===== src/include/pbt_consts.vh =====
// Purpose: Constants for the prescaled base and event timer block
// Assumes: APB byte addresses are four times the register index
// Notes:   Definitions only
`ifndef PBT_CONSTS_VH
`define PBT_CONSTS_VH

// Register indices; byte address is index times four
`define PBT_IDX_BASE_MODE   8'h21
`define PBT_IDX_PRESCALER   8'h23
`define PBT_IDX_GEN_MODE    8'h26
`define PBT_IDX_GEN_COUNT   8'h27
`define PBT_IDX_SYS_CTRL    8'h30
`define PBT_IDX_IRQ_REQ     8'h3c
`define PBT_IDX_IRQ_ENA     8'h3e

// Field positions
`define PBT_PRS_CLEAR       7
`define PBT_PRS_ENABLE      6
`define PBT_PRS_SOURCE      5
`define PBT_MODE_XTAL       3
`define PBT_MODE_RELOAD     4
`define PBT_SYS_XSRC        7
`define PBT_SYS_SHORT_WARM  3
`define PBT_REQ_BASE        5
`define PBT_REQ_GEN         3

// Reset values
`define PBT_RESET_BYTE      8'h00

// Warm-up lengths in oscillation cycles
`define PBT_WARM_SHORT      9'd16
`define PBT_WARM_LONG       9'd256

`endif


===== src/rtl/pbt_timers.v =====
// Purpose: Prescalers, base timer and general timer with APB registers
// Assumes: pclk is the running system clock; crystal and event pins are async
// Notes:   Function
// Function
// - Selectable prescaler: 8-bit, counts when enabled
// - Source bit picks system clock or events
// - Prescaler read returns inverted count
// - Writing clear bit one zeroes prescaler
// - Enable bit zero halts prescaler clock
// - Event mode cascades prescaler with general timer
// - Crystal prescaler runs only on crystal
// - Base timer wrap sets its request
// - Base timer prescaler taps 256/32/8/2
// - Base timer crystal taps 256/64/16/4
// - General timer wrap sets its request
// - General count reads live, write loads
// - General timer stops with system clock
// - General prescaler taps, bit four reload
// - General crystal taps 256/128/64/32
// - Select bit switches RC or crystal
// - Select bit reads actual clock source
// - Warm-up of 16 or 256 cycles
`timescale 1ns/1ps
`default_nettype none
`include "pbt_consts.vh"

module pbt_timers (
    // Clock and reset
    input  wire        pclk,
    input  wire        presetn,
    // APB slave
    input  wire        psel,
    input  wire        penable,
    input  wire        pwrite,
    input  wire [11:0] paddr,
    input  wire [31:0] pwdata,
    output reg  [31:0] prdata,
    output reg         pready,
    output reg         pslverr,
    // Asynchronous inputs
    input  wire        crystal_clock,
    input  wire        external_event_pin,
    // Status
    output reg         sysclk_source_q,
    output reg         base_timer_request,
    output reg         general_timer_request
);

    // ----------------------------------------------------------------
    // Tap selection
    // ----------------------------------------------------------------
    function [2:0] tap_index;
        input [1:0] sel;
        input [11:0] taps;
        begin
            case (sel)
                2'b00:   tap_index = taps[2:0];
                2'b01:   tap_index = taps[5:3];
                2'b10:   tap_index = taps[8:6];
                default: tap_index = taps[11:9];
            endcase
        end
    endfunction

    // ----------------------------------------------------------------
    // Register index decode
    // ----------------------------------------------------------------
    function idx_is;
        input [9:0] word_idx;
        input [7:0] reg_idx;
        begin
            idx_is = (word_idx == {2'b00, reg_idx});
        end
    endfunction

    // Divider bit per mode code, packed as codes 11, 10, 01, 00
    localparam [11:0] BT_PRE_TAPS  = {3'd0, 3'd2, 3'd4, 3'd7};
    localparam [11:0] BT_XTAL_TAPS = {3'd1, 3'd3, 3'd5, 3'd7};
    localparam [11:0] GT_PRE_TAPS  = {3'd0, 3'd2, 3'd4, 3'd7};
    localparam [11:0] GT_XTAL_TAPS = {3'd4, 3'd5, 3'd6, 3'd7};

    // ----------------------------------------------------------------
    // Synchronisers and edge detectors
    // ----------------------------------------------------------------
    reg [2:0] xtal_sync_q;
    reg [2:0] evt_sync_q;
    wire      xtal_rise = xtal_sync_q[1] & ~xtal_sync_q[2];
    wire      evt_rise  = evt_sync_q[1] & ~evt_sync_q[2];

    // Only stages 1 and 2 feed logic; stage 0 may be metastable
    always @(posedge pclk or negedge presetn) begin
        if (!presetn) begin
            xtal_sync_q <= 3'h0;
        end else begin
            xtal_sync_q <= {xtal_sync_q[1:0], crystal_clock};
        end
    end

    always @(posedge pclk or negedge presetn) begin
        if (!presetn) begin
            evt_sync_q <= 3'h0;
        end else begin
            evt_sync_q <= {evt_sync_q[1:0], external_event_pin};
        end
    end

    // ----------------------------------------------------------------
    // Registers
    // ----------------------------------------------------------------
    reg  [7:0] base_mode_q;
    reg  [7:0] gen_mode_q;
    reg        prs_enable_q;
    reg        prs_source_q;
    reg        short_warm_q;
    reg  [5:0] sys_other_q;
    reg        sysclk_source_select_req_q;
    reg  [7:0] reload_q;
    reg        ena_base_q;
    reg        ena_gen_q;
    reg  [7:0] sel_pre_q;
    reg  [7:0] xtal_pre_q;
    reg  [7:0] base_cnt_q;
    reg  [7:0] gen_cnt_q;
    reg  [8:0] warm_q;

    // ----------------------------------------------------------------
    // Register write strobes
    // ----------------------------------------------------------------

    wire [9:0] idx      = paddr[11:2];
    wire       acc      = psel & penable;
    wire       wr       = acc & pwrite;
    wire       w_base   = wr & idx_is(idx, `PBT_IDX_BASE_MODE);
    wire       w_prs    = wr & idx_is(idx, `PBT_IDX_PRESCALER);
    wire       w_gmode  = wr & idx_is(idx, `PBT_IDX_GEN_MODE);
    wire       w_gcnt   = wr & idx_is(idx, `PBT_IDX_GEN_COUNT);
    wire       w_sys    = wr & idx_is(idx, `PBT_IDX_SYS_CTRL);
    wire       w_req    = wr & idx_is(idx, `PBT_IDX_IRQ_REQ);
    wire       w_ena    = wr & idx_is(idx, `PBT_IDX_IRQ_ENA);
    wire       w_clear  = w_prs & pwdata[`PBT_PRS_CLEAR];

    // ----------------------------------------------------------------
    // Prescaler clocks
    // ----------------------------------------------------------------
    // Source pulse: one cycle per system clock or per synced event
    wire       src_pulse = prs_source_q ? evt_rise : 1'b1;
    wire       prescaler_clock_tick = prs_enable_q & src_pulse;
    wire [7:0] sel_pre_inc = sel_pre_q + 8'h01;
    wire [7:0] xtal_pre_inc = xtal_pre_q + 8'h01;
    // Divider output ticks: tick k goes high when bits 0..k all ones
    wire [7:0] sel_carry;
    wire [7:0] xtal_carry;
    genvar g;
    generate
        for (g = 0; g < 8; g = g + 1) begin : g_carry
            // Bits 0..g all ones means carry out of bit g
            wire [8:0] low_ones = (9'h1 << (g + 1)) - 9'h1;
            assign sel_carry[g]  = prescaler_clock_tick & (&(sel_pre_q | ~low_ones[7:0]));
            assign xtal_carry[g] = xtal_rise & (&(xtal_pre_q | ~low_ones[7:0]));
        end
    endgenerate
    // Tick for divide by 2^(n+1) is carry out of bit n
    wire [2:0] bt_tap  = tap_index(base_mode_q[1:0],
                           base_mode_q[`PBT_MODE_XTAL] ? BT_XTAL_TAPS : BT_PRE_TAPS);
    wire [2:0] gt_tap  = tap_index(gen_mode_q[1:0],
                           gen_mode_q[`PBT_MODE_XTAL] ? GT_XTAL_TAPS : GT_PRE_TAPS);
    wire bt_tick = base_mode_q[`PBT_MODE_XTAL] ? xtal_carry[bt_tap]
                                               : sel_carry[bt_tap];
    wire gt_tick = gen_mode_q[`PBT_MODE_XTAL] ? xtal_carry[gt_tap]
                                              : sel_carry[gt_tap];

    // ----------------------------------------------------------------
    // Prescaler counters
    // ----------------------------------------------------------------
    always @(posedge pclk or negedge presetn) begin
        if (!presetn) begin
            sel_pre_q <= `PBT_RESET_BYTE;
        end else if (w_clear) begin
            sel_pre_q <= `PBT_RESET_BYTE;
        end else if (prescaler_clock_tick) begin
            sel_pre_q <= sel_pre_inc;
        end
    end

    // Crystal prescaler ignores software; only reset stops it
    always @(posedge pclk or negedge presetn) begin
        if (!presetn) begin
            xtal_pre_q <= `PBT_RESET_BYTE;
        end else if (xtal_rise) begin
            xtal_pre_q <= xtal_pre_inc;
        end
    end

    // ----------------------------------------------------------------
    // Base and general timers
    // ----------------------------------------------------------------
    wire       bt_wrap  = bt_tick & (base_cnt_q == 8'hff);
    wire       gt_wrap  = gt_tick & (gen_cnt_q == 8'hff) & ~w_gcnt;
    wire       gt_rel   = gen_mode_q[`PBT_MODE_RELOAD];

    always @(posedge pclk or negedge presetn) begin
        if (!presetn) begin
            base_cnt_q <= `PBT_RESET_BYTE;
        end else if (bt_tick) begin
            base_cnt_q <= base_cnt_q + 8'h01;
        end
    end

    // ----------------------------------------------------------------
    // General timer
    // ----------------------------------------------------------------
    // Counting runs on pclk only, so it halts with the clock
    always @(posedge pclk or negedge presetn) begin
        if (!presetn) begin
            gen_cnt_q <= `PBT_RESET_BYTE;
            reload_q  <= `PBT_RESET_BYTE;
        end else if (w_gcnt) begin
            gen_cnt_q <= pwdata[7:0];
            reload_q  <= pwdata[7:0];
        end else if (gt_wrap && gt_rel) begin
            gen_cnt_q <= reload_q;
        end else if (gt_tick) begin
            gen_cnt_q <= gen_cnt_q + 8'h01;
        end
    end

    // ----------------------------------------------------------------
    // Requests: hardware set wins over software clear
    // ----------------------------------------------------------------
    always @(posedge pclk or negedge presetn) begin
        if (!presetn) begin
            base_timer_request <= 1'b0;
        end else if (bt_wrap) begin
            base_timer_request <= 1'b1;
        end else if (w_req) begin
            base_timer_request <= pwdata[`PBT_REQ_BASE];
        end
    end

    always @(posedge pclk or negedge presetn) begin
        if (!presetn) begin
            general_timer_request <= 1'b0;
        end else if (gt_wrap) begin
            general_timer_request <= 1'b1;
        end else if (w_req) begin
            general_timer_request <= pwdata[`PBT_REQ_GEN];
        end
    end

    // ----------------------------------------------------------------
    // Interrupt enables
    // ----------------------------------------------------------------
    // Stored only; no interrupt logic lives in this block
    always @(posedge pclk or negedge presetn) begin
        if (!presetn) begin
            ena_base_q <= 1'b0;
            ena_gen_q  <= 1'b0;
        end else if (w_ena) begin
            ena_base_q <= pwdata[`PBT_REQ_BASE];
            ena_gen_q  <= pwdata[`PBT_REQ_GEN];
        end
    end

    // ----------------------------------------------------------------
    // Control registers and clock switch warm-up
    // ----------------------------------------------------------------
    wire [8:0] warm_len = short_warm_q ? `PBT_WARM_SHORT : `PBT_WARM_LONG;
    // Warm-up counts cycles of the oscillator being switched to
    wire       osc_tick = sysclk_source_select_req_q ? xtal_rise : 1'b1;

    always @(posedge pclk or negedge presetn) begin
        if (!presetn) begin
            base_mode_q <= `PBT_RESET_BYTE;
            gen_mode_q  <= `PBT_RESET_BYTE;
        end else begin
            if (w_base)
                base_mode_q <= {4'h0, pwdata[3], 1'b0, pwdata[1:0]};
            if (w_gmode)
                gen_mode_q <= {3'h0, pwdata[4:3], 1'b0, pwdata[1:0]};
        end
    end

    always @(posedge pclk or negedge presetn) begin
        if (!presetn) begin
            prs_enable_q <= 1'b0;
            prs_source_q <= 1'b0;
        end else if (w_prs) begin
            prs_enable_q <= pwdata[`PBT_PRS_ENABLE];
            prs_source_q <= pwdata[`PBT_PRS_SOURCE];
        end
    end

    // ----------------------------------------------------------------
    // System clock select and warm-up
    // ----------------------------------------------------------------
    always @(posedge pclk or negedge presetn) begin
        if (!presetn) begin
            short_warm_q <= 1'b0;
            sys_other_q  <= 6'h00;
            sysclk_source_select_req_q   <= 1'b0;
        end else if (w_sys) begin
            sysclk_source_select_req_q   <= pwdata[`PBT_SYS_XSRC];
            short_warm_q <= pwdata[`PBT_SYS_SHORT_WARM];
            sys_other_q  <= {pwdata[6:4], pwdata[2], 2'b00};
        end
    end

    // Source flips on the last of the full count of target cycles
    always @(posedge pclk or negedge presetn) begin
        if (!presetn) begin
            warm_q          <= 9'h000;
            sysclk_source_q <= 1'b0;
        end else if (w_sys) begin
            if (pwdata[`PBT_SYS_XSRC] != sysclk_source_q)
                warm_q <= 9'h000;
        end else if (sysclk_source_select_req_q != sysclk_source_q && osc_tick) begin
            if (warm_q >= warm_len - 9'h001) begin
                sysclk_source_q <= sysclk_source_select_req_q;
                warm_q          <= 9'h000;
            end else begin
                warm_q <= warm_q + 9'h001;
            end
        end
    end

    // ----------------------------------------------------------------
    // APB read and response
    // ----------------------------------------------------------------
    reg [7:0] rd_byte;
    reg       rd_hit;
    always @* begin
        rd_byte = 8'h00;
        rd_hit  = 1'b1;
        case (idx)
            {2'b00, `PBT_IDX_BASE_MODE}: rd_byte = 8'h00;
            {2'b00, `PBT_IDX_PRESCALER}: rd_byte = ~sel_pre_q;
            {2'b00, `PBT_IDX_GEN_MODE}:  rd_byte = gen_mode_q;
            {2'b00, `PBT_IDX_GEN_COUNT}: rd_byte = gen_cnt_q;
            {2'b00, `PBT_IDX_SYS_CTRL}:  rd_byte = {sysclk_source_q, sys_other_q[5:3],
                                                     short_warm_q, sys_other_q[2], 2'b00};
            {2'b00, `PBT_IDX_IRQ_REQ}:   rd_byte = {2'b00, base_timer_request, 1'b0,
                                                     general_timer_request, 3'b000};
            {2'b00, `PBT_IDX_IRQ_ENA}:   rd_byte = {2'b00, ena_base_q, 1'b0, ena_gen_q, 3'b000};
            default:                     rd_hit  = 1'b0;
        endcase
    end

    // Setup phase seen now, so the answer stands in the access phase
    wire setup_ph = psel & ~penable;

    always @(posedge pclk or negedge presetn) begin
        if (!presetn) begin
            pready  <= 1'b0;
            pslverr <= 1'b0;
        end else begin
            pready  <= setup_ph;
            pslverr <= setup_ph & ~rd_hit;
        end
    end

    // Read data is zero outside a read answer
    always @(posedge pclk or negedge presetn) begin
        if (!presetn) begin
            prdata <= 32'h0000_0000;
        end else if (setup_ph & ~pwrite) begin
            prdata <= {24'h000000, rd_byte};
        end else begin
            prdata <= 32'h0000_0000;
        end
    end

endmodule
`default_nettype wire


===== config.mk =====
export PLATFORM = sky130hd
export DESIGN_NAME = pbt_timers
export DESIGN_NICKNAME = d
export VERILOG_FILES = /design/src/rtl/pbt_timers.v
export VERILOG_INCLUDE_DIRS = /design/src /design/src/include
export SDC_FILE = /design/constraint.sdc
export NUM_CORES = 1
export LEC_CHECK = 0
export BUFFER_PORTS_ARGS = -buffer_cell sky130_fd_sc_hd__buf_2
export CAP_MARGIN = 20
export CELL_PAD_IN_SITES_DETAIL_PLACEMENT = 0
export CELL_PAD_IN_SITES_GLOBAL_PLACEMENT = 1
export CORE_MARGIN = 1.5
export CORE_UTILIZATION = 30
export CTS_BUF_LIST = sky130_fd_sc_hd__clkbuf_2
export DETAILED_ROUTE_END_ITERATION = 7
export PLACE_DENSITY_LB_ADDON = 0.08
export SETUP_SLACK_MARGIN = 0.15
export SYNTH_ARGS = -nofsm -noshare
export SYNTH_HDL_FRONTEND = slang
export SYNTH_SLANG_ARGS = --single-unit

===== constraint.sdc =====
create_clock -name pclk -period 6.3 [get_ports pclk]
set_input_delay 0.945 -clock pclk [delete_from_list [all_inputs] [get_ports pclk]]
set_output_delay 0.945 -clock pclk [all_outputs]
set_load 0.02 [all_outputs]

Word level (Yosys, flattened, before mapping)
Cells that the tools add are included.

operators by class
  bitwise operators = 43
  add/subtract/negate cells = 6
  equality and inequality tests = 16
  mux-type cells = 33
  order comparisons = 3
  reductions and logical operators = 26

operators with widths
  cell                                                         number
  == test 10 x 6 -> 1 bit (second input constant)              7
  two-way mux 8 bit                                            6
  case mux 8 bit (6 select lines)                              1
  two-way mux 9 bit                                            5
  AND 1 bit                                                    35
  adder 8 x 1 -> 8 bit (second input constant)                 4
  case mux 3 bit (3 select lines)                              2
  == test 8 bit (second input constant)                        2
  AND reduction 8 bit                                          2
  AND reduction 7 bit                                          2
  two-way mux 1 bit                                            13
  binary-select mux 1 bit (select 3 bit)                       4
  two-way mux 12 bit                                           1
  AND reduction 6 bit                                          2
  two-way mux 10 bit                                           1
  AND reduction 5 bit                                          2
  adder 9 x 1 -> 9 bit (second input constant)                 1
  greater-or-equal comparator 9 bit                            1
  AND reduction 3 bit                                          3
  subtractor 9 x 1 -> 9 bit (second input constant)            1
  less-than comparator 3 x 4 -> 1 bit (second input constant)  2
  inverter 8 bit                                               1
  AND reduction 4 bit                                          2
  nonzero test 2 bit                                           4
  10 further kinds                                             23

storage, ports and cells
  output and inout port bits = 37
  bits in registers = 85
  word-level logic and storage cells = 150

Logic depth before layout (Yosys ltp)
Gate-level depths: netlist of the first run.

  word-level depth = 13
  depth in mapped cells = 10
  depth with buffers taken out = 10

Worst setup path after synthesis of the first run
OpenSTA, ideal clock, no wires.

  path type = input port to flip-flop
  from = in paddr[9]
  to = reg gen_cnt_q[1]
  data required time = 6.177 ns
  buffers on the path = 1
  stages on the path = 7
  data arrival time = 2.514 ns
  setup slack = 3.663 ns
  path through = or3b_1 buf_2 nor4_4 nor2_2 mux2_4 mux2i_1 o21ai_1

on the way
  cells in the longest elaborated chain, start to end = 7
  elaborated cells on any way between the ends = 8

RTL lines
  what                       RTL line          RTL
  start, declared            pbt_timers.v:35   input wire [11:0] paddr,
  == test 10 x 6 -> 1 bit *  pbt_timers.v:72   idx_is = (word_idx == {2'b00, reg_idx});
  AND 1 bit *                pbt_timers.v:136  wire w_gcnt = wr & idx_is(idx, `PBT_IDX_GEN_COUNT);
  inverter 1 bit             pbt_timers.v:198  wire gt_wrap = gt_tick & (gen_cnt_q == 8'hff) & ~w_gcnt;
  AND 1 bit                  pbt_timers.v:198
  logical AND 1 bit          pbt_timers.v:220  end else if (gt_wrap && gt_rel) begin
  two-way mux 8 bit          pbt_timers.v:220
  two-way mux 8 bit          pbt_timers.v:217  end else if (w_gcnt) begin
  end signal, assigned       pbt_timers.v:218  gen_cnt_q <= pwdata[7:0];
  end signal, assigned       pbt_timers.v:221  gen_cnt_q <= reload_q;
  end signal, assigned       pbt_timers.v:223  gen_cnt_q <= gen_cnt_q + 8'h01;
  end, declared              pbt_timers.v:123  reg [7:0] gen_cnt_q;

Mark *: on every way between the ends. The rest lies on a longest branch, timed or not.
A chain may end at the register's enable or synchronous reset.

Final worst setup path of the first run
  from = in paddr[5]
  to = reg warm_q[6]

on the way
  cells in the longest elaborated chain, start to end = 4
  elaborated cells on any way between the ends = 6

RTL lines
  what                                                                    RTL line          RTL
  == test 10 x 6 -> 1 bit *                                               pbt_timers.v:72
  AND 1 bit *                                                             pbt_timers.v:137  wire w_sys = wr & idx_is(idx, `PBT_IDX_SYS_CTRL);
  != test 2 x 1 -> 1 bit (no line) or nonzero test 2 bit (tied branches)  n/a
  AND reduction 2 bit (no line)                                           n/a
  end signal, assigned                                                    pbt_timers.v:321  warm_q <= warm_q + 9'h001;
  end, declared                                                           pbt_timers.v:124  reg [8:0] warm_q;

Marks and branches as above.

==> impl_metrics.toml, run 1 <==
[synth]
postSynthRegisterBits = 85
syn-cell-area_um2 = 4550
yosys-top-cells-area = "sky130_fd_sc_hd__dfrtp_1, sky130_fd_sc_hd__mux2_2, sky130_fd_sc_hd__buf_4"
edff_count_synth = 0
synth.avg_cell_area_um2 = 10.2
postSynthCellCount = 445
share_of_the_synthesized_area_in_the_top_cell_type_pct = 46.8
synth.largest_area_cell = "sky130_fd_sc_hd__dfrtp_1"
synthArstFlopShare_pct = 100
synth-seq-area-share_pct = 46.8
commonest_register_cell_after_synthesis = "sky130_fd_sc_hd__dfrtp_1"
yosysWarningCount = 0
synth_cell_types = 62

[flow_run]
maxCapViolations = 0

[global_routing]
grt_most_used_layer = "met2"
wire_length_of_the_first_global_routing_pass_um = 18700
grt_remaining_overflow = 0
grt.met1_usage_pct = 21.2
grt_antenna_before_repair = 0
global_route.usage.met2_pct = 23.9
grt_start_max_net_pins = 44
grt.total_usage_pct = 15.4
grt_pass1_vias = 3373
groute.layer.met3.usage_pct = 4.12

[setup_path]
cp_max_fo = 11
timing.critical_path.slowest_cell_delay_ns = 0.55
cp-end-kind = "flip-flop"
worst_ep_required_time_ns = 6.78
worst_path_dominant_cell_family = "simple AND/OR/NAND/NOR gates"
cp.buffers_inverters = 1
worstSetupStartpoint = "paddr[5]"
worst-setup-path-type = "input pin to flip-flop"
crit_path_cell_trace = "buf_2 > or4_1 > nor2_1 > and3_1 > nand2b_1 > a32oi_2 > nor3_1"
r2r_slack_ns = 3.74
setup.worst_path.start_class = "input pin"
critPathArrivalTime_ns = 3.08
critPathSlowestCell = "sky130_fd_sc_hd__and3_1"
r2r_start = "sel_pre_q[0]$_DFFE_PN0P_"

[timing]
timing.final.setup_violations = 0
drv_slew = 0
totalNegativeSetupSlack_ns = 0
timing.max_slew.rel_slack_pct = 58.7
final_hold_viol_count = 0
layout_setup_ws_ns = 3.70
rsz0062_at_grt = "no"
fin_crit_ns = 2.60
final.period_utilization_pct = 41.3
clock_skew_ns = 0.0513
fmaxAchievable_mhz = 385
worstMarginPinSlew_ns = 0.616

[cts]
cts.sink_count = 85
cts-buffers-inserted = 9
clock_path_buffers = 2
post_cts_repair_timing_setup_buffer_count = 0
cts_tree = "built"
resized_after_cts = 0
htree_levels = 3
cts_hold_buffers = 0
clk-insertion-delay-late_ns = 0.59
path_clk_slew_ns = 0.22
clock_tree.root_cell = "sky130_fd_sc_hd__clkbuf_2"

[final_layout]
fin_cells = 671
n_antenna_cell = 0
final_cell_area_um2 = 4950
number_of_nets_in_the_layout = 546
area_growth_syn_to_layout_pct = 8.78
num-fill-cells = 1532
drive_gt1_share_pct = 16.8
finish.utilization_pct = 33.8

[place]
gp_congestion = 0.747
place_area_um2 = 4840
placed_cells = 655
post-place-ws_ns = 3.07
place.detailed.hpwl_um = 8330
placement.io_buffers = 37

[floorplan]
floorplan.die_area_um2 = 15900
fp.coreArea_um2 = 14600
top_level_ports = 88
floorplan.die.width_um = 126
initial_utilization_pct = 31.1
die_height_um = 126
rows = 44

[drt]
drt-wirelength-per-cell_um = 17.0
via_count_normalized_by_instance_count = 4.99
detailroute.via_count = 3347
drt_first_pass_iters = 8
drt_drc_violations_left = 2
postRouteWirelength_um = 11400
route.antenna.remaining_nets = 0
drt-initial-drc-count = 190

[min_path]
hold_class = "input pin to asynchronous set/reset pin"

[pwr]
max-vdd-ir-drop_mv = 0.0824
power_leakage_nw = 2.24
power.density_cell_area_nw_per_um2 = 209

[run_status]
status = "complete, but fails checks"
violated_checks = "DRC"
[report_power, final]
group          switching (mW)  total [mW]  leakage, nW  internal [mW]
clock network           0.195       0.287       0.0710         0.0925
logic                  0.0849       0.138         1.08         0.0531
registers              0.0321       0.607         1.09          0.575
[layout make-up]
cell class	count	area, um2	area share [%]
clock buffers	11	55.1	1.11
clock inverters	5	51.3	1.04
inverters	6	22.5	0.455
multi-input cells	338	2240	45.2
flip-flops and latches	85	2130	43.0
well taps	184	230	4.65
repair buffers	42	225	4.55
[metrics by stage]
stage	hold slack (ns)	power [mW]
after floorplan	0.331	0.710
after CTS	0.277	1.05
after detailed placement	0.335	0.757
after global routing	0.275	1.10
after global placement	0.336	0.753
final	0.309	1.03
[layout by cell type, fill, tap and decap left out, drive strengths merged, types with 4 or more instances in the layout]
cell	count
and2	4
a22oi	6
dfrtp	85
inv	6
ha	13
o31ai	4
xor2	13
nand3	14
nand2b	7
mux2	20
a21oi	11
and3	6
clkbuf	11
conb	24
nand4	7
or3	5
clkinv	4
nor2b	5
o21a	4
and4	5
o21ai	25
nand2	50
mux2i	16
nor2	36
xnor2	11
buf	42
nor3	5
[cells in the mapped netlist (2+ instances only)]
| master | count |
|---|---|
| sky130_fd_sc_hd__a2111oi_0 | 2 |
| sky130_fd_sc_hd__a211oi_1 | 3 |
| sky130_fd_sc_hd__a21oi_1 | 11 |
| sky130_fd_sc_hd__a22oi_1 | 6 |
| sky130_fd_sc_hd__a31oi_1 | 2 |
| sky130_fd_sc_hd__a32o_1 | 2 |
| sky130_fd_sc_hd__a32oi_1 | 2 |
| sky130_fd_sc_hd__and2_1 | 4 |
| sky130_fd_sc_hd__and3_1 | 6 |
| sky130_fd_sc_hd__and4_1 | 5 |
| sky130_fd_sc_hd__buf_2 | 4 |
| sky130_fd_sc_hd__buf_4 | 26 |
| sky130_fd_sc_hd__clkbuf_1 | 8 |
| sky130_fd_sc_hd__dfrtp_1 | 85 |
| sky130_fd_sc_hd__ha_1 | 13 |
| sky130_fd_sc_hd__inv_1 | 6 |
| sky130_fd_sc_hd__mux2_2 | 19 |
| sky130_fd_sc_hd__mux2i_1 | 16 |
| sky130_fd_sc_hd__nand2_1 | 50 |
| sky130_fd_sc_hd__nand2b_1 | 7 |
| sky130_fd_sc_hd__nand3_1 | 14 |
| sky130_fd_sc_hd__nand3b_1 | 2 |
| sky130_fd_sc_hd__nand4_1 | 7 |
| sky130_fd_sc_hd__nand4b_1 | 2 |
| sky130_fd_sc_hd__nor2_1 | 35 |
| sky130_fd_sc_hd__nor2b_1 | 5 |
| sky130_fd_sc_hd__nor3_1 | 5 |
| sky130_fd_sc_hd__nor3b_1 | 3 |
| sky130_fd_sc_hd__nor4_1 | 2 |
| sky130_fd_sc_hd__o2111a_1 | 2 |
| sky130_fd_sc_hd__o2111ai_1 | 2 |
| sky130_fd_sc_hd__o211ai_1 | 2 |
| sky130_fd_sc_hd__o21a_1 | 4 |
| sky130_fd_sc_hd__o21ai_0 | 23 |
| sky130_fd_sc_hd__o31ai_1 | 4 |
| sky130_fd_sc_hd__or3_1 | 5 |
| sky130_fd_sc_hd__or3b_1 | 2 |
| sky130_fd_sc_hd__or4_1 | 3 |
| sky130_fd_sc_hd__xnor2_1 | 11 |
| sky130_fd_sc_hd__xor2_1 | 13 |
[logic make-up after synthesis]
group                      after synthesis  share of synthesized area (%)
and+or+nand+nor                        162                           18.4
other                                    1                         0.0825
adders and majority gates               13                           3.58
xor gates and xnor gates                24                           4.62
DFF                                     85                           46.8
AOI/OAI and AO/OA                       79                           12.0
muxes                                   36                           8.56
buffers and inverters                   45                           5.97
[flip-flops by register name (all words and copies together), names as in the netlist, 3 cells and up]
register,cells
sys_other_q,4
base_cnt_q,8
warm_q,9
sel_pre_q,8
base_mode_q,3
gen_mode_q,4
xtal_sync_q,3
xtal_pre_q,8
reload_q,8
prdata,8
evt_sync_q,3
gen_cnt_q,8
[per-layer routing]
layer	routed length, um	vias up
met3	598	9
met2	5090	77
met5	0	-
li1	-	1628
met4	125	0
met1	5620	1633
[worst paths after layout]
check	endpoint	depth (start not counted)
max in group asynchronous	reload_q[4]$_DFFE_PN0P_	2
max reg2reg	gen_cnt_q[7]$_DFFE_PN0P_	8
min reg2reg	xtal_sync_q[1]$_DFF_PN0_	0
min	warm_q[0]$_DFFE_PN0P_	1
min in group pclk	xtal_sync_q[1]$_DFF_PN0_	0
max	warm_q[6]$_DFFE_PN0P_	7
Power figures use the tool's default switching activity.
==> inputs of run 2 (changes only) <==
clock period = 2.18 ns   (was 6.3 ns; I/O delays follow)
==> impl_metrics.toml, run 2 (synthesis results as in run 1) <==
[timing]
layout_setup_ws_ns = 0.100
final_hold_viol_count = 0
final.period_utilization_pct = 95.4
timing.final.setup_violations = 0
fin_crit_ns = 2.08
clock_skew_ns = 0.0367
rsz0062_at_grt = "yes"
drv_slew = 0
fmaxAchievable_mhz = 481

[cts]
clock_path_buffers = 2
cts_tree = "built"
htree_levels = 3
clk-insertion-delay-late_ns = 0.57
cts-buffers-inserted = 9
path_clk_slew_ns = 0.23
clock_tree.root_cell = "sky130_fd_sc_hd__clkbuf_2"
cts.sink_count = 85

[final_layout]
number_of_nets_in_the_layout = 616
top_register = "warm_q"
drive_gt1_share_pct = 30.8
most-common-layout-cells = "sky130_fd_sc_hd__dfrtp_1, sky130_fd_sc_hd__buf_4, sky130_fd_sc_hd__nand2_1"
finish.utilization_pct = 39.1
fin_cells = 739
area_growth_syn_to_layout_pct = 25.8
layout.cells.most_common = "sky130_fd_sc_hd__dfrtp_1"
n_antenna_cell = 0
number_of_flip_flops_under_the_largest_register_name = 9

[setup_path]
cp.buffers_inverters = 2
critPathSlowestCell = "sky130_fd_sc_hd__dfrtp_1"
crit_path_cell_trace = "ha_2 > ha_4 > mux2i_1 > a221o_1 > a32oi_1 > buf_4 > and2_4 > buf_12 > mux2i_1 > o21ai_1"
cp-end-kind = "flip-flop"
setup.worst_path.start_class = "flip-flop"
timing.critical_path.slowest_cell_delay_ns = 0.40
critPathArrivalTime_ns = 2.53
worst_path_most_repeated_cell = "sky130_fd_sc_hd__mux2i_1"
r2r_slack_ns = 0.10
cp_max_fo = 7
worst_path_dominant_cell_family = "compound AO/OA/AOI/OAI gates"
r2r.worst_path.cells = 10
worst-setup-path-type = "flip-flop to flip-flop"
worst_ep_required_time_ns = 2.63
worst-path-stages = 10

[drt]
drt_drc_violations_left = 3
postRouteWirelength_um = 11800
via_count_normalized_by_instance_count = 4.84
route.antenna.remaining_nets = 0
drt-wirelength-per-cell_um = 16.0
detailroute.via_count = 3578
wl_met3_um = 512
m1WireLength_um = 5930
top_layer = "met4"
routed-wl-met2_um = 5290
drt_first_pass_iters = 8
drt-initial-drc-count = 167

[min_path]
hold_class = "input pin to flip-flop"
timing.hold.worst_path_depth = 3

[place]
gp_congestion = 0.783
place.detailed.hpwl_um = 8890
post-place-ws_ns = -0.0505
placed_cells = 709
placement.io_buffers = 37

[global_routing]
grt_remaining_overflow = 0
grt_start_max_net_pins = 34
grt.total_usage_pct = 15.7
grt_antenna_before_repair = 0
grt_pass1_vias = 3564
wire_length_of_the_first_global_routing_pass_um = 19300

[flow_run]
maxCapViolations = 0

[floorplan]
top_level_ports = 88
floorplan.die.width_um = 126
die_height_um = 126
initial_utilization_pct = 31.1
floorplan.die_area_um2 = 15900
rows = 44
fp.coreArea_um2 = 14600

[pwr]
max-vdd-ir-drop_mv = 0.309
power_leakage_nw = 2.60
power.density_cell_area_nw_per_um2 = 531

[run_status]
violated_checks = "DRC"
status = "complete, but fails checks"
run 2: cell types whose count changed in the layout (fill, tap and decap cells not counted), moves of 3 or more:
cell / before / now
sky130_fd_sc_hd__buf_4: 6 / 60
sky130_fd_sc_hd__dlygate4sd3_1: 0 / 11
sky130_fd_sc_hd__ha_1: 13 / 6
sky130_fd_sc_hd__ha_4: 0 / 5
sky130_fd_sc_hd__o21ai_0: 23 / 18
sky130_fd_sc_hd__nand2_1: 50 / 46
sky130_fd_sc_hd__nand2_2: 0 / 4
sky130_fd_sc_hd__o21ai_1: 1 / 5
sky130_fd_sc_hd__buf_12: 0 / 3
sky130_fd_sc_hd__nand3_1: 14 / 11
sky130_fd_sc_hd__nor2_1: 35 / 32
sky130_fd_sc_hd__nor2_4: 0 / 3
run 2: final timing paths:
| check | startpoint | to |
|---|---|---|
| worst max-delay path | sel_pre_q[1]$_DFFE_PN0P_ | gen_cnt_q[5]$_DFFE_PN0P_ |
| worst min-delay path | pwdata[3] | reload_q[3]$_DFFE_PN0P_ |
| worst max register to register | sel_pre_q[1]$_DFFE_PN0P_ | gen_cnt_q[5]$_DFFE_PN0P_ |
| worst min register to register | evt_sync_q[0]$_DFF_PN0_ | evt_sync_q[1]$_DFF_PN0_ |
| max in group asynchronous | presetn | base_mode_q[0]$_DFFE_PN0P_ |
| min in group asynchronous | presetn | warm_q[1]$_DFFE_PN0P_ |
run 2: worst reg2reg max path, stage by stage (launching register included):
cell and delay, ns:
sky130_fd_sc_hd__dfrtp_1 0.40, sky130_fd_sc_hd__ha_2 0.21, sky130_fd_sc_hd__ha_4 0.14, sky130_fd_sc_hd__mux2i_1 0.06, sky130_fd_sc_hd__a221o_1 0.30, sky130_fd_sc_hd__a32oi_1 0.17
sky130_fd_sc_hd__buf_4 0.17, sky130_fd_sc_hd__and2_4 0.15, sky130_fd_sc_hd__buf_12 0.12, sky130_fd_sc_hd__mux2i_1 0.20, sky130_fd_sc_hd__o21ai_1 0.07
run 2: timing repair:
action | CTS | global route
hold buffers | 11 | 0
pin swaps | 18 | 14
buffers inserted | 2 | 3
gates resized for setup | 27 | 20
endpoints found under the hold margin | 53 | 0
setup endpoints to repair | 20 | 24
gates cloned | 0 | 0
run 2: layer usage:
metal,global-route usage [%],up-vias
met5,0,-
met2,24.2,68
met1,22.3,1744
met3,4.04,5
met4,3.25,0
li1,-,1761
run 2: cell type report:
class                           instances  area, um2
Multi-Input combinational cell        338       2450
Tap cell                              184        230
Fill cell                            1474       8920
Inverter                                6       22.5
Sequential cell                        85       2130
Clock buffer                           10       50.0
Timing Repair Buffer                  112        823
Clock inverter                          4       17.5
run 2: report_power, final:
part / switching (mW) / internal, mW / total, mW
combinational: 0.309 / 0.330 / 0.639
clock: 0.527 / 0.132 / 0.659
sequential: 0.0764 / 1.66 / 1.74
run 2: stage by stage:
stage / hold WS [ns] / area (um2) / power (mW) / TNS, ns
finish: 0.0848 / 5720 / 3.04 / 0
detailed placement: 0.318 / 5290 / 2.30 / -0.0593
global route: 0.0239 / 5720 / 3.24 / -0.0780
global placement: 0.320 / 5290 / 2.30 / -0.0337
CTS: 0.0280 / 5590 / 3.06 / 0
floorplan: 0.0314 / 4640 / 2.06 / 0
==> inputs of run 3 (changes only) <==
CORE_ASPECT_RATIO = 1.75   (was unset)
==> impl_metrics.toml, run 3 (synthesis results as in run 1) <==
[run_status]
status = "finished, final reports clean"

[floorplan]
initial_utilization_pct = 30.7
rows = 59
top_level_ports = 88
floorplan.die.width_um = 96.1
floorplan.die_area_um2 = 15900
die_height_um = 166
fp.coreArea_um2 = 14800

[final_layout]
area_growth_syn_to_layout_pct = 29.6
top_register = "warm_q"
drive_gt1_share_pct = 33.6
most-common-layout-cells = "sky130_fd_sc_hd__dfrtp_1, sky130_fd_sc_hd__buf_4, sky130_fd_sc_hd__nand2_1"
number_of_nets_in_the_layout = 623
number_of_flip_flops_under_the_largest_register_name = 9
layout.cells.most_common = "sky130_fd_sc_hd__dfrtp_1"

[place]
place.detailed.hpwl_um = 9590
post-place-ws_ns = -0.142
gp_congestion = 0.751
placement.io_buffers = 37

[timing]
drv_slew = 0
final.period_utilization_pct = 96.8
fmaxAchievable_mhz = 474
timing.final.setup_violations = 0
clock_skew_ns = 0.0541
final_hold_viol_count = 0
rsz0062_at_grt = "yes"
layout_setup_ws_ns = 0.0689
totalNegativeSetupSlack_ns = 0
fin_crit_ns = 2.11

[global_routing]
grt_antenna_before_repair = 1
grt_pass1_vias = 3828
grt_start_max_net_pins = 62
grt_remaining_overflow = 0
wire_length_of_the_first_global_routing_pass_um = 20100
grt.total_usage_pct = 16.8

[setup_path]
cp_max_fo = 7
cp-end-kind = "flip-flop"
worst-setup-path-type = "flip-flop to flip-flop"
r2r.worst_path.cells = 10
critPathSlowestCell = "sky130_fd_sc_hd__dfrtp_1"
worst_ep_required_time_ns = 2.64
crit_path_cell_trace = "ha_4 > ha_4 > mux2i_1 > a221o_1 > a32oi_2 > buf_4 > and2_4 > buf_12 > a21oi_1 > o31ai_1"
cp.buffers_inverters = 2
worst-path-stages = 10
worst_path_most_repeated_cell = "sky130_fd_sc_hd__ha_4"
critPathArrivalTime_ns = 2.57
setup.worst_path.start_class = "flip-flop"
worst_path_dominant_cell_family = "compound AO/OA/AOI/OAI gates"
timing.critical_path.slowest_cell_delay_ns = 0.45

[pwr]
max-vdd-ir-drop_mv = 0.253
total_power_mw = 3.35
power.density_cell_area_nw_per_um2 = 568
power_leakage_nw = 2.67

[cts]
clock_tree.root_cell = "sky130_fd_sc_hd__clkbuf_2"
cts-buffers-inserted = 9
clk-insertion-delay-late_ns = 0.57
cts_tree = "built"
clock_path_buffers = 2
htree_levels = 3
cts.sink_count = 85
path_clk_slew_ns = 0.24

[drt]
via_count_normalized_by_instance_count = 4.83
postRouteWirelength_um = 12600
drt-wirelength-per-cell_um = 16.8
drt-initial-drc-count = 108
drt_first_pass_iters = 5
detailroute.via_count = 3605
drt_drc_violations_left = 0
route.antenna.remaining_nets = 0

[flow_run]
maxCapViolations = 0

[min_path]
hold_class = "input pin to flip-flop"
timing.hold.worst_path_depth = 3
-- run 3: cell types whose count changed in the layout (fill, tap and decap cells not counted), sizes merged --
cell         previous run  this run
clkinvlp                0         2
diode                   0         1
clkinv                  4         0
dlygate4sd3            11        10
buf                   101       109
inv                     6         7
bufinv                  0         2
-- run 3: final timing paths --
| path | slack, ns | end | from |
|---|---|---|---|
| setup reg to reg | 0.07 | gen_cnt_q[2]$_DFFE_PN0P_ | sel_pre_q[1]$_DFFE_PN0P_ |
| min in group asynchronous | 0.19 | xtal_pre_q[2]$_DFFE_PN0N_ | presetn |
| hold reg to reg | 0.39 | xtal_sync_q[1]$_DFF_PN0_ | xtal_sync_q[0]$_DFF_PN0_ |
| max in group asynchronous | 1.31 | short_warm_q$_DFFE_PN0P_ | presetn |
| hold / removal | 0.08 | reload_q[1]$_DFFE_PN0P_ | pwdata[1] |
| setup / recovery | 0.07 | gen_cnt_q[2]$_DFFE_PN0P_ | sel_pre_q[1]$_DFFE_PN0P_ |
-- run 3: what timing repair did --
item                                   4_1_cts  5_1_grt
endpoints found under the hold margin       54        0
setup endpoints to repair                   21       27
pin swaps                                   12       10
gates resized for setup                     30       31
cloned                                       0        0
hold buffers                                10        0
setup buffers                                4        3
-- run 3: metal layers --
metal	track usage, %	part of all wire, %	up-vias
li1	-	-	1767
met1	18.5	38	1784
met2	31.5	58	40
met3	2.34	2.2	14
met4	5.82	1.8	0
met5	0	0	-
-- run 3: worst register-to-register path: cells and delay by family (launching register included) --
kind | cells | cell delay (ns)
buffers and inverters | 2 | 0.29
AO/OA/AOI/OAI | 4 | 0.77
flip-flops | 1 | 0.45
AND/OR/NAND/NOR | 1 | 0.15
multiplexers | 1 | 0.06
adder cells (fa/ha/maj) | 2 | 0.31
-- run 3: layout make-up --
cell class	instances	area (um2)
Fill cell	1520	8940
Multi-Input combinational cell	338	2490
Sequential cell	85	2130
Timing Repair Buffer	119	885
Tap cell	183	229
Clock inverter	5	83.8
Clock buffer	10	50.0
Inverter	6	25.0
Antenna cell	1	2.50
-- run 3: through the flow --
| step | hold slack (ns) | util, % | cells | cell area (um2) |
|---|---|---|---|---|
| global placement | 0.263 | 36.0 | 714 | 5340 |
| detailed placement | 0.261 | 36.0 | 714 | 5340 |
| CTS | 0.0249 | 38.7 | 743 | 5740 |
| global route | 0.0306 | 39.7 | 747 | 5890 |
| finish | 0.0766 | 39.7 | 747 | 5890 |
| floorplan | 0.0314 | - | 468 | 4640 |
-- run 3: where the power goes --
group,internal [mW],switching (mW)
Clock,0.381,0.563
Combinational,0.336,0.322
Sequential,1.66,0.0849
Total,2.38,0.970
